`config.mk`:
```
export PLATFORM = sky130hd
export DESIGN_NAME = fpp_flash_ctrl
export DESIGN_NICKNAME = d
export VERILOG_FILES = /design/src/common/fpp_pkg.sv /design/src/design/fpp_flash_ctrl.sv
export SDC_FILE = /design/constraint.sdc
export NUM_CORES = 1
export LEC_CHECK = 0
export ABC_CLOCK_PERIOD_IN_PS = 7050
export BUFFER_PORTS_ARGS = -buffer_cell sky130_fd_sc_hd__buf_2
export CAP_MARGIN = 20
export CORE_AREA = 4 4 149 151
export CTS_CLUSTER_SIZE = 10
export DETAILED_ROUTE_END_ITERATION = 12
export DIE_AREA = 0 0 153 155
export GPL_ROUTABILITY_DRIVEN = 0
export PLACE_DENSITY_LB_ADDON = 0.1
export SLEW_MARGIN = 0
export SYNTH_ARGS = -nofsm -noshare
export SYNTH_HDL_FRONTEND = slang
export SYNTH_SLANG_ARGS = --single-unit
export TNS_END_PERCENT = 30
```
`constraint.sdc`:
```
create_clock -name core_clk -period 7.05 [get_ports core_clk]
set_input_delay 1.0575 -clock core_clk [delete_from_list [all_inputs] [get_ports core_clk]]
set_output_delay 1.0575 -clock core_clk [all_outputs]
set_load 0.01 [all_outputs]
```
`src/common/fpp_pkg.sv`:
```
// package: constants and types of the flash program and protection controller
package fpp_pkg;
  // register word indices (byte address is four times the index)
  localparam logic [3:0] OFS_KEY   = 4'h0;
  localparam logic [3:0] OFS_OBKEY = 4'h1;
  localparam logic [3:0] OFS_STS   = 4'h2;
  localparam logic [3:0] OFS_CTRL1 = 4'h3;
  localparam logic [3:0] OFS_CTRL2 = 4'h4;
  localparam logic [3:0] OFS_ADDR  = 4'h5;
  localparam logic [3:0] OFS_DATA  = 4'h6;
  localparam logic [3:0] OFS_OBCS  = 4'h7;
  localparam logic [3:0] OFS_WPROT = 4'h8;
  // status bits
  localparam int STS_BUSY = 0;
  localparam int STS_PEF  = 2;
  localparam int STS_WRPROT_ERROR_FLAG = 4;
  localparam int STS_OCF  = 5;
  localparam int STS_OBE  = 6;
  // primary control bits
  localparam int C1_PG   = 0;
  localparam int C1_PER  = 1;
  localparam int C1_MER  = 2;
  localparam int C1_OPG  = 4;
  localparam int C1_OER  = 5;
  localparam int C1_STRT = 6;
  localparam logic [6:0] C1_RST = 7'h00;
  // secondary control bits
  localparam int C2_LOCK  = 0;
  localparam int C2_OPTION_WRITE_ENABLE = 1;
  localparam int C2_OP_COMPLETE_IRQ_EN  = 2;
  // keys, levels and array values
  localparam logic [31:0] UNLOCK_KEY_FIRST  = 32'h45670123;
  localparam logic [31:0] UNLOCK_KEY_SECOND = 32'hcdef89ab;
  localparam logic [7:0]  RP_LEVEL0 = 8'haa;
  localparam logic [7:0]  RP_LEVEL2 = 8'hcc;
  localparam logic [7:0]  OPT_BAD   = 8'hff;
  localparam logic [15:0] ERASED_HW = 16'hffff;
  localparam logic [63:0] OPT_RST   = 64'hffffffffffffffff;
  localparam logic [2:0]  OPT_LAST  = 3'h7;
  localparam int UNIT_LSB = 12;

  typedef enum logic [1:0] {KEY_IDLE = 2'b00, KEY_HALF = 2'b01, KEY_OPEN = 2'b10, KEY_DEAD = 2'b11} fpp_key_t;
  typedef enum logic [1:0] {MODE_USER = 2'b00, MODE_DEBUG = 2'b01, MODE_SRAM = 2'b10, MODE_SYSMEM = 2'b11} fpp_mode_t;
  typedef enum logic [2:0] {
    OP_NONE = 3'b000, OP_READ = 3'b001, OP_PROG = 3'b010, OP_PAGE_ERASE = 3'b011,
    OP_MASS_ERASE = 3'b100, OP_OPT_READ = 3'b101, OP_OPT_PROG = 3'b110, OP_OPT_ERASE = 3'b111
  } fpp_op_t;
  typedef enum logic [2:0] {
    ST_LOAD = 3'b000, ST_LOADW = 3'b001, ST_IDLE = 3'b010, ST_CHECK = 3'b011, ST_EXEC = 3'b100, ST_PRE = 3'b101
  } fpp_state_t;
  typedef struct packed {
    fpp_op_t     op;
    logic [15:0] addr;
    logic [15:0] data;
  } fpp_flash_req_t;

  // one step of the two-key unlock sequence
  function automatic fpp_key_t fpp_key_step(input fpp_key_t cur, input logic [31:0] wd);
    unique case (cur)
      KEY_IDLE: fpp_key_step = (wd == UNLOCK_KEY_FIRST) ? KEY_HALF : KEY_DEAD;
      KEY_HALF: fpp_key_step = (wd == UNLOCK_KEY_SECOND) ? KEY_OPEN : KEY_DEAD;
      KEY_OPEN: fpp_key_step = KEY_DEAD;
      KEY_DEAD: fpp_key_step = KEY_DEAD;
    endcase
  endfunction : fpp_key_step
endpackage : fpp_pkg

```
`src/design/fpp_flash_ctrl.sv`:
```
// flash program, erase, protection and option reload controller
//
// What this block does
// - a mass erase command erases the whole main area at once
// - main area programming takes one 16-bit half-word per write
// - programming a non-erased location discards data and sets program error flag
// - writing a write-protected location discards data and sets protection error flag
// - write protection works in units of four 1KB pages, one option bit each
// - level 0 (0xaa) allows erase, write, read of main area and option bytes
// - level 1 allows all in user mode; other modes block main area only
// - changing level 1 to level 0 first mass erases the main area
// - level 2 (0xcc) denies debug, all main access and option program and erase, level fixed
// - protected pages are not modified by program, page erase or mass erase command; a level 1 to level 0 change erases them
// - after reset the primary control register is locked, direct writes ignored
// - unlock needs first key then second key, in that order
// - a wrong key or order locks until the next reset: everything on the key register, option work only on the option key register
// - writing one to the lock bit relocks the controller
// - finished option erase or write sets complete flag, interrupt if enabled
// - option work needs the two keys on the option key register, shows enable
// - clearing option write enable blocks further option program and erase
// - option bytes lock at every reset; software locks them by clearing option write enable
// - reset reloads option bytes into status registers; only reload applies them
// - the option area holds eight bytes, each with a complement byte
// - a byte not matching its complement sets option error and reads 0xff
// - finished page erase or main write sets complete flag, interrupt if enabled
// - only 0xffff counts as erased; anything else gives a program error
`timescale 1ns/1ns
module fpp_flash_ctrl
  import fpp_pkg::*;
(
  input  wire logic           core_clk,
  input  wire logic           rst_n,
  input  wire logic [3:0]     avs_address,
  input  wire logic           avs_read,
  input  wire logic           avs_write,
  input  wire logic [31:0]    avs_writedata,
  input  wire logic [3:0]     avs_byteenable,
  output logic      [31:0]    avs_readdata,
  output logic                avs_waitrequest,
  input  wire fpp_mode_t      cpuMode,
  output fpp_flash_req_t      flashReq,
  output logic                flashReqValid,
  input  wire logic           flashAck,
  input  wire logic [15:0]    flashRdata,
  output logic                opCompleteIrq,
  output logic                mainAccessEn,
  output logic                debugDeny
);
  fpp_state_t     state_r, state_nxt;
  fpp_key_t       mainKey_r, mainKey_nxt;
  fpp_key_t       optKey_r, optKey_nxt;
  fpp_flash_req_t req_r, req_nxt;
  logic           reqV_r, reqV_nxt;
  logic [15:0]    pend_r, pend_nxt;
  logic [2:0]     idx_r, idx_nxt;
  logic [63:0]    opt_r;
  logic [6:0]     ctrl1_r;
  logic           op_complete_irq_en_r;
  logic [15:0]    addr_r;
  logic           pef_r, wrprot_error_flag_r, ocf_r, obe_r;
  logic           rdDone_r;
  logic [31:0]    rdata_r;
  logic           setPef, setWpef, setOcf, setObe, optLoad;

  // bus decode
  wire        loading  = (state_r == ST_LOAD) || (state_r == ST_LOADW);
  wire        idle     = (state_r == ST_IDLE);
  wire        wrEn     = avs_write && !loading;
  wire        fullWord = (avs_byteenable == 4'hf);
  wire [31:0] wd       = avs_writedata;
  wire        hitKey   = wrEn && fullWord && (avs_address == OFS_KEY);
  wire        hitObkey = wrEn && fullWord && (avs_address == OFS_OBKEY);
  wire        hitSts   = wrEn && avs_byteenable[0] && (avs_address == OFS_STS);
  wire        hitCtrl1 = wrEn && avs_byteenable[0] && (avs_address == OFS_CTRL1);
  wire        hitCtrl2 = wrEn && avs_byteenable[0] && (avs_address == OFS_CTRL2);
  wire        hitAddr  = wrEn && (avs_byteenable[1:0] == 2'b11) && (avs_address == OFS_ADDR);
  wire        hitData  = wrEn && (avs_byteenable[1:0] == 2'b11) && (avs_address == OFS_DATA);

  // lock state
  wire unlocked = (mainKey_r == KEY_OPEN);
  wire option_write_enable    = (optKey_r == KEY_OPEN) && unlocked;
  wire cmdOk    = unlocked && idle;

  // protection state taken from the reloaded option bytes
  wire [7:0]  rpByte  = opt_r[7:0];
  wire [31:0] wrpWord = opt_r[63:32];
  wire        lvl0    = (rpByte == RP_LEVEL0);
  wire        lvl2    = (rpByte == RP_LEVEL2);
  wire        lvl1    = !lvl0 && !lvl2;
  wire        mainBlk = lvl2 || (lvl1 && (cpuMode != MODE_USER));
  wire [3:0]  unitSel = addr_r[UNIT_LSB +: 4];
  wire        unitWp  = !wrpWord[unitSel];
  wire        anyWp   = (wrpWord[15:0] != 16'hffff);

  // commands
  wire startProg = hitData && cmdOk && ctrl1_r[C1_PG];
  wire startOpg  = hitData && cmdOk && ctrl1_r[C1_OPG] && option_write_enable;
  wire startStrt = hitCtrl1 && cmdOk && wd[C1_STRT];
  wire doMer     = startStrt && wd[C1_MER];
  wire doPer     = startStrt && wd[C1_PER] && !wd[C1_MER];
  wire doOer     = startStrt && wd[C1_OER] && !wd[C1_MER] && !wd[C1_PER] && option_write_enable;
  wire [7:0] optByte = wd[7:0];
  wire toLevel0  = (addr_r[2:0] == 3'h0) && (optByte == RP_LEVEL0) && lvl1;

  // reload complement check
  wire       cmpOk   = (flashRdata[7:0] == ~flashRdata[15:8]);
  wire [7:0] loadVal = cmpOk ? flashRdata[7:0] : OPT_BAD;

  // key sequencing
  always_comb begin
    mainKey_nxt = mainKey_r;
    optKey_nxt  = optKey_r;
    if (hitKey) begin
      mainKey_nxt = fpp_key_step(mainKey_r, wd);
    end else if (hitCtrl2 && wd[C2_LOCK] && unlocked) begin
      mainKey_nxt = KEY_IDLE;
    end
    if (hitObkey) begin
      optKey_nxt = fpp_key_step(optKey_r, wd);
    end else if (hitCtrl2 && unlocked && !wd[C2_OPTION_WRITE_ENABLE] && (optKey_r == KEY_OPEN)) begin
      optKey_nxt = KEY_IDLE;
    end
  end

  // operation sequencer
  always_comb begin
    state_nxt = state_r;
    req_nxt   = req_r;
    reqV_nxt  = 1'b0;
    pend_nxt  = pend_r;
    idx_nxt   = idx_r;
    setPef    = 1'b0;
    setWpef   = 1'b0;
    setOcf    = 1'b0;
    setObe    = 1'b0;
    optLoad   = 1'b0;
    unique case (state_r)
      ST_LOAD: begin
        req_nxt   = '{op: OP_OPT_READ, addr: {13'h0, idx_r}, data: 16'h0};
        reqV_nxt  = 1'b1;
        state_nxt = ST_LOADW;
      end
      ST_LOADW: begin
        if (flashAck) begin
          optLoad = 1'b1;
          setObe  = !cmpOk;
          idx_nxt = idx_r + 3'h1;
          state_nxt = (idx_r == OPT_LAST) ? ST_IDLE : ST_LOAD;
        end
      end
      ST_IDLE: begin
        if (startProg) begin
          if (mainBlk || unitWp) begin
            setWpef = 1'b1;
          end else begin
            req_nxt   = '{op: OP_READ, addr: addr_r, data: 16'h0};
            reqV_nxt  = 1'b1;
            pend_nxt  = wd[15:0];
            state_nxt = ST_CHECK;
          end
        end else if (startOpg) begin
          pend_nxt = {~optByte, optByte};
          if (lvl2) begin
            setWpef = 1'b1;
          end else if (toLevel0) begin
            req_nxt   = '{op: OP_MASS_ERASE, addr: 16'h0, data: 16'h0};
            reqV_nxt  = 1'b1;
            state_nxt = ST_PRE;
          end else begin
            req_nxt   = '{op: OP_OPT_PROG, addr: {13'h0, addr_r[2:0]}, data: {~optByte, optByte}};
            reqV_nxt  = 1'b1;
            state_nxt = ST_EXEC;
          end
        end else if (doMer) begin
          if (mainBlk || anyWp) begin
            setWpef = 1'b1;
          end else begin
            req_nxt   = '{op: OP_MASS_ERASE, addr: 16'h0, data: 16'h0};
            reqV_nxt  = 1'b1;
            state_nxt = ST_EXEC;
          end
        end else if (doPer) begin
          if (mainBlk || unitWp) begin
            setWpef = 1'b1;
          end else begin
            req_nxt   = '{op: OP_PAGE_ERASE, addr: addr_r, data: 16'h0};
            reqV_nxt  = 1'b1;
            state_nxt = ST_EXEC;
          end
        end else if (doOer) begin
          if (lvl2) begin
            setWpef = 1'b1;
          end else begin
            req_nxt   = '{op: OP_OPT_ERASE, addr: 16'h0, data: 16'h0};
            reqV_nxt  = 1'b1;
            state_nxt = ST_EXEC;
          end
        end
      end
      ST_CHECK: begin
        if (flashAck) begin
          if (flashRdata != ERASED_HW) begin
            setPef    = 1'b1;
            state_nxt = ST_IDLE;
          end else begin
            req_nxt   = '{op: OP_PROG, addr: addr_r, data: pend_r};
            reqV_nxt  = 1'b1;
            state_nxt = ST_EXEC;
          end
        end
      end
      ST_PRE: begin
        if (flashAck) begin
          req_nxt   = '{op: OP_OPT_PROG, addr: {13'h0, addr_r[2:0]}, data: pend_r};
          reqV_nxt  = 1'b1;
          state_nxt = ST_EXEC;
        end
      end
      ST_EXEC: begin
        if (flashAck) begin
          setOcf    = 1'b1;
          state_nxt = ST_IDLE;
        end
      end
      default: state_nxt = ST_IDLE;
    endcase
  end

  // status flags: hardware set wins over software clear
  wire clrPef  = hitSts && wd[STS_PEF];
  wire clrWpef = hitSts && wd[STS_WRPROT_ERROR_FLAG];
  wire clrOcf  = hitSts && wd[STS_OCF];
  wire clrObe  = hitSts && wd[STS_OBE];

  always_ff @(posedge core_clk or negedge rst_n) begin
    if (!rst_n) begin
      state_r   <= ST_LOAD;
      mainKey_r <= KEY_IDLE;
      optKey_r  <= KEY_IDLE;
      req_r     <= '{op: OP_NONE, addr: 16'h0, data: 16'h0};
      reqV_r    <= 1'b0;
      pend_r    <= 16'h0;
      idx_r     <= 3'h0;
    end else begin
      state_r   <= state_nxt;
      mainKey_r <= mainKey_nxt;
      optKey_r  <= optKey_nxt;
      req_r     <= req_nxt;
      reqV_r    <= reqV_nxt;
      pend_r    <= pend_nxt;
      idx_r     <= idx_nxt;
    end
  end

  always_ff @(posedge core_clk or negedge rst_n) begin
    if (!rst_n) begin
      opt_r <= OPT_RST;
    end else if (optLoad) begin
      opt_r[idx_r*8 +: 8] <= loadVal;
    end
  end

  always_ff @(posedge core_clk or negedge rst_n) begin
    if (!rst_n) begin
      pef_r  <= 1'b0;
      wrprot_error_flag_r <= 1'b0;
      ocf_r  <= 1'b0;
      obe_r  <= 1'b0;
    end else begin
      pef_r  <= setPef || (pef_r && !clrPef);
      wrprot_error_flag_r <= setWpef || (wrprot_error_flag_r && !clrWpef);
      ocf_r  <= setOcf || (ocf_r && !clrOcf);
      obe_r  <= setObe || (obe_r && !clrObe);
    end
  end

  // primary control and address registers accept writes only while unlocked and idle; secondary control while unlocked
  always_ff @(posedge core_clk or negedge rst_n) begin
    if (!rst_n) begin
      ctrl1_r <= C1_RST;
      op_complete_irq_en_r  <= 1'b0;
      addr_r  <= 16'h0;
    end else begin
      if (hitCtrl1 && cmdOk) begin
        ctrl1_r <= {1'b0, wd[5:0]};
      end
      if (hitCtrl2 && unlocked) begin
        op_complete_irq_en_r <= wd[C2_OP_COMPLETE_IRQ_EN];
      end
      if (hitAddr && cmdOk) begin
        addr_r <= wd[15:0];
      end
    end
  end

  // read path: one wait state, data registered
  wire [31:0] stsWord = {25'h0, obe_r, ocf_r, wrprot_error_flag_r, 1'b0, pef_r, 1'b0, !idle};
  wire [31:0] c2Word  = {29'h0, op_complete_irq_en_r, option_write_enable, !unlocked};
  wire [31:0] rdMux =
    (avs_address == OFS_STS)   ? stsWord :
    (avs_address == OFS_CTRL1) ? {25'h0, ctrl1_r} :
    (avs_address == OFS_CTRL2) ? c2Word :
    (avs_address == OFS_ADDR)  ? {16'h0, addr_r} :
    (avs_address == OFS_OBCS)  ? opt_r[31:0] :
    (avs_address == OFS_WPROT) ? wrpWord : 32'h0;
  wire rdStart = avs_read && !rdDone_r && !loading;

  always_ff @(posedge core_clk or negedge rst_n) begin
    if (!rst_n) begin
      rdDone_r <= 1'b0;
      rdata_r  <= 32'h0;
    end else begin
      rdDone_r <= rdStart;
      if (rdStart) begin
        rdata_r <= rdMux;
      end
    end
  end

  assign avs_waitrequest = loading || (avs_read && !rdDone_r);
  assign avs_readdata    = rdata_r;
  assign flashReq        = req_r;
  assign flashReqValid   = reqV_r;
  assign opCompleteIrq   = ocf_r && op_complete_irq_en_r;
  assign mainAccessEn    = !loading && !mainBlk;
  assign debugDeny       = lvl2;
endmodule : fpp_flash_ctrl

```
==> metrics.md <==
| Metric | Value |
|---|---|
| Outcome | complete, no violations |
| Detailed-router iteration count before antenna repair | 6 |
| Post-Syn Instances | 861 |
| Final antenna-violating net count | 0 |
| Critical path data arrival time | 3.86 ns |
| Setup crit end kind | register |
| Clock Skew | 0.0114 ns |
| Clk sinks | 186 |
| Top FF cell, synth | dfrtp_1 |
| Starting Density | 44.4% |
| Post-route minimum period | 3.55 ns |
| Synth-to-Final Area Change | 16.2% |
| Initial antenna violation count | 0 |
| Distinct cell type count after synthesis | 70 |
| Clock Path Buffers | 2 |
| Synth top area share | 33.0% |
| Post-Syn Area | 0.00925 mm² |
| Port bufs | 134 |
| Vias | 7179 |
| RSZ-0062 raised after global routing | false |
| CTS tree | done |
| Total global routing track utilization | 22.3% |
| CP peak stage delay | 0.44 ns |
| Buf/Inv on CP | 2 |
| Relative slew margins | 31.4% |
| Sum of negative setup slack | 0 ns |
| Maxcap violations | 0 |
| DRC | 0 |
| Startpoint type of the worst setup path | primary input |
| CP Cell Sequence | buf_2 > nor3b_4 > and4_4 > and4_4 > a221o_1 > a21oi_1 > and2_1 > inv_4 > mux2_1 |
| Flops & latches, synth | 186 |
| DP HPWL | 19.2 mm |
| Power per cell area | 323 mW/mm² |
| Post-synth ARST share | 100% |
| Sequential area share after synthesis | 51.2% |
| # hold bufs at CTS | 0 |
| HP Class | reg -> reg |
| Mapped Nets | 928 |
| Post-CTS Resized | 0 |
| Crit path kind | in -> reg |
| Peak VDD IR | 0.228 mV |
| Largest fanout on the critical path | 22 |
| Fin crit share | 50.4% |
| GRT Residual Overflow | 0 |
| Syn avg cell area | 10.7 µm² |
| CTS H-tree depth | 4 |
| Root Driver | clkbuf_16 |
| Drt via density | 5.68 |
| Routed wire per std cell | 20.9 µm |
| Leakage | 4.97 nW |
| Layout cell share with drive strength beyond 1 | 35.1% |
| Family with the most delay on the worst path | simple AND/OR/NAND/NOR gates |
| Final Hold Fails | 0 |
| Die area | 0.0237 mm² |
| Placement row count | 53 |
| Core area | 0.0208 mm² |
| Worst-path clk slew | 0.07 ns |
| Actual slew at the worst max-slew pin | 1.03 ns |
| Post-CTS Setup Bufs | 0 |
| Post-synth EDFFs | 0 |
| Final core occ | 51.6% |
| Diode count | 0 |
| CTS Buf Count | 17 |
| Die W | 153 µm |
| Clk_lat worst skew | 0.43 ns |
| DRT iter0 DRCs | 555 |
| Cell mode on critical path | and4_4 |
| Ys Warns | 0 |
| Final setup viols | 0 |
| I/O pin count | 135 |
| Nets | 1044 |
| Top cells by area, synth | dfrtp_1, dfstp_2, mux2_2 |
| Post-synth top area cell | dfrtp_1 |
| Die height | 155 µm |
| Fmax | 0.282 GHz |
| First-pass GRT wire length | 41.7 mm |
| Largest net degree at the start of global routing | 69 |
| Critical path's slowest cell | nor3b_4 |
| Total Wirelength | 26.4 mm |
| Max Slew Vio Count | 0 |
| Vias in the first global route | 7143 |
| R2r setup slk | 3.72 ns |
| Required time worst endpoint | 7.36 ns |
## flip-flops by register name, indices dropped and copies added (netlist names), 3 cells and up
signal / cells
ctrl1_r: 6
pend_r: 16
addr_r: 16
idx_r: 3
opt_r: 64
flashReq: 35
avs_readdata: 32
state_r: 3
## kinds of logic after synthesis
kind of cell | count (synthesis) | synth area share [%]
muxes | 104 | 13.8
and+or+nand+nor | 297 | 16.5
xor gates and xnor gates | 2 | 0.189
AOI/OAI and AO/OA | 202 | 14.7
buffers and inverters | 66 | 3.14
DFF | 186 | 51.2
adders and majority gates | 4 | 0.541
## synth_stat cells, types with 4 or more instances
| cell | instances |
|---|---|
| a21oi_1 | 19 |
| mux2_2 | 67 |
| nor4_1 | 10 |
| a32o_1 | 6 |
| nor2_1 | 32 |
| o31ai_1 | 4 |
| nand2b_1 | 11 |
| and3_1 | 5 |
| a22oi_1 | 29 |
| clkbuf_1 | 30 |
| dfstp_2 | 64 |
| a22o_1 | 33 |
| or2_2 | 9 |
| and4b_1 | 4 |
| nand3_1 | 10 |
| o21ai_0 | 78 |
| and2_1 | 14 |
| mux2_4 | 18 |
| buf_4 | 4 |
| mux4_2 | 4 |
| nand2_1 | 131 |
| buf_2 | 7 |
| dfrtp_1 | 122 |
| nor2b_1 | 18 |
| nor3_1 | 10 |
| mux2i_1 | 8 |
| ha_1 | 4 |
| inv_1 | 20 |
| nand4_1 | 20 |
| mux2_1 | 7 |
## placed cells by master (no fill, tap or decap), types with 10 or more instances in the layout
cell / Yosys / layout
inv_1: 20 / 20
o21ai_0: 78 / 78
nor2b_1: 18 / 18
nand2b_1: 11 / 11
mux2_4: 18 / 18
nand3_1: 10 / 10
and2_1: 14 / 14
clkbuf_16: 0 / 17
a22o_1: 33 / 33
mux2_2: 67 / 67
buf_2: 7 / 133
nand2_1: 131 / 131
nor3_1: 10 / 10
dfrtp_1: 122 / 122
dfstp_2: 64 / 64
nor4_1: 10 / 10
nand4_1: 20 / 20
nor2_1: 32 / 31
a22oi_1: 29 / 29
a21oi_1: 19 / 19
## cell type report
| cell class | count | area, µm² |
|---|---|---|
| clock inverter | 12 | 161 |
| multi-input combinational | 609 | 4250 |
| clock buffer | 20 | 447 |
| sequential | 186 | 4730 |
| inverter | 21 | 81.3 |
| tap | 275 | 344 |
| fill | 1977 | 10100 |
| timing repair buffer | 142 | 741 |
## metal layers
metal	GRT usage (%)	wire length (µm)	up-vias
met5	0	0	-
met4	6.87	561	0
met3	3.76	1050	39
met2	37.0	12800	204
met1	30.2	12000	3566
li1	-	-	3370
## where the power goes
group | total (mW) | internal, mW | switching [mW] | leakage (nW)
registers | 1.58 | 1.38 | 0.194 | 2.30
logic | 0.893 | 0.363 | 0.530 | 2.37
clock network | 0.998 | 0.573 | 0.424 | 0.296
total | 3.47 | 2.32 | 1.15 | 4.97
## per-stage QoR
stage | hold WS, ns | std cells | power [mW] | area (µm²) | setup slack [ns]
2_1_floorplan | 0.437 | 861 | 2.17 | 9250 | 3.86
3_3_place_gp | 0.462 | 1232 | 2.47 | 10100 | 3.13
3_5_place_dp | 0.459 | 1232 | 2.49 | 10100 | 3.06
4_1_cts | 0.481 | 1264 | 3.50 | 10700 | 3.52
5_1_grt | 0.492 | 1265 | 3.66 | 10800 | 3.38
6_report | 0.482 | 1265 | 3.47 | 10800 | 3.50
## path summary, 6_finish.rpt
path                                startpoint               end  cells after the start
worst max register to register        opt_r[0]       flashReq[1]                      8
worst min register to register       opt_r[48]         opt_r[48]                      2
worst max-delay path            avs_address[1]       flashReq[1]                      9
worst min-delay path                 opt_r[48]         opt_r[48]                      2
min in group asynchronous                rst_n     flashReqValid                      1
max in group asynchronous                rst_n  avs_readdata[25]                      2
## tightest hold or removal path: cells and delay by family, from the launching register on
| family | cells | cell delay (ns) |
|---|---|---|
| simple gates | 1 | 0.04 |
| compound gates | 1 | 0.07 |
| flops | 1 | 0.37 |
No activity file was read; power rests on OpenSTA's default activity.
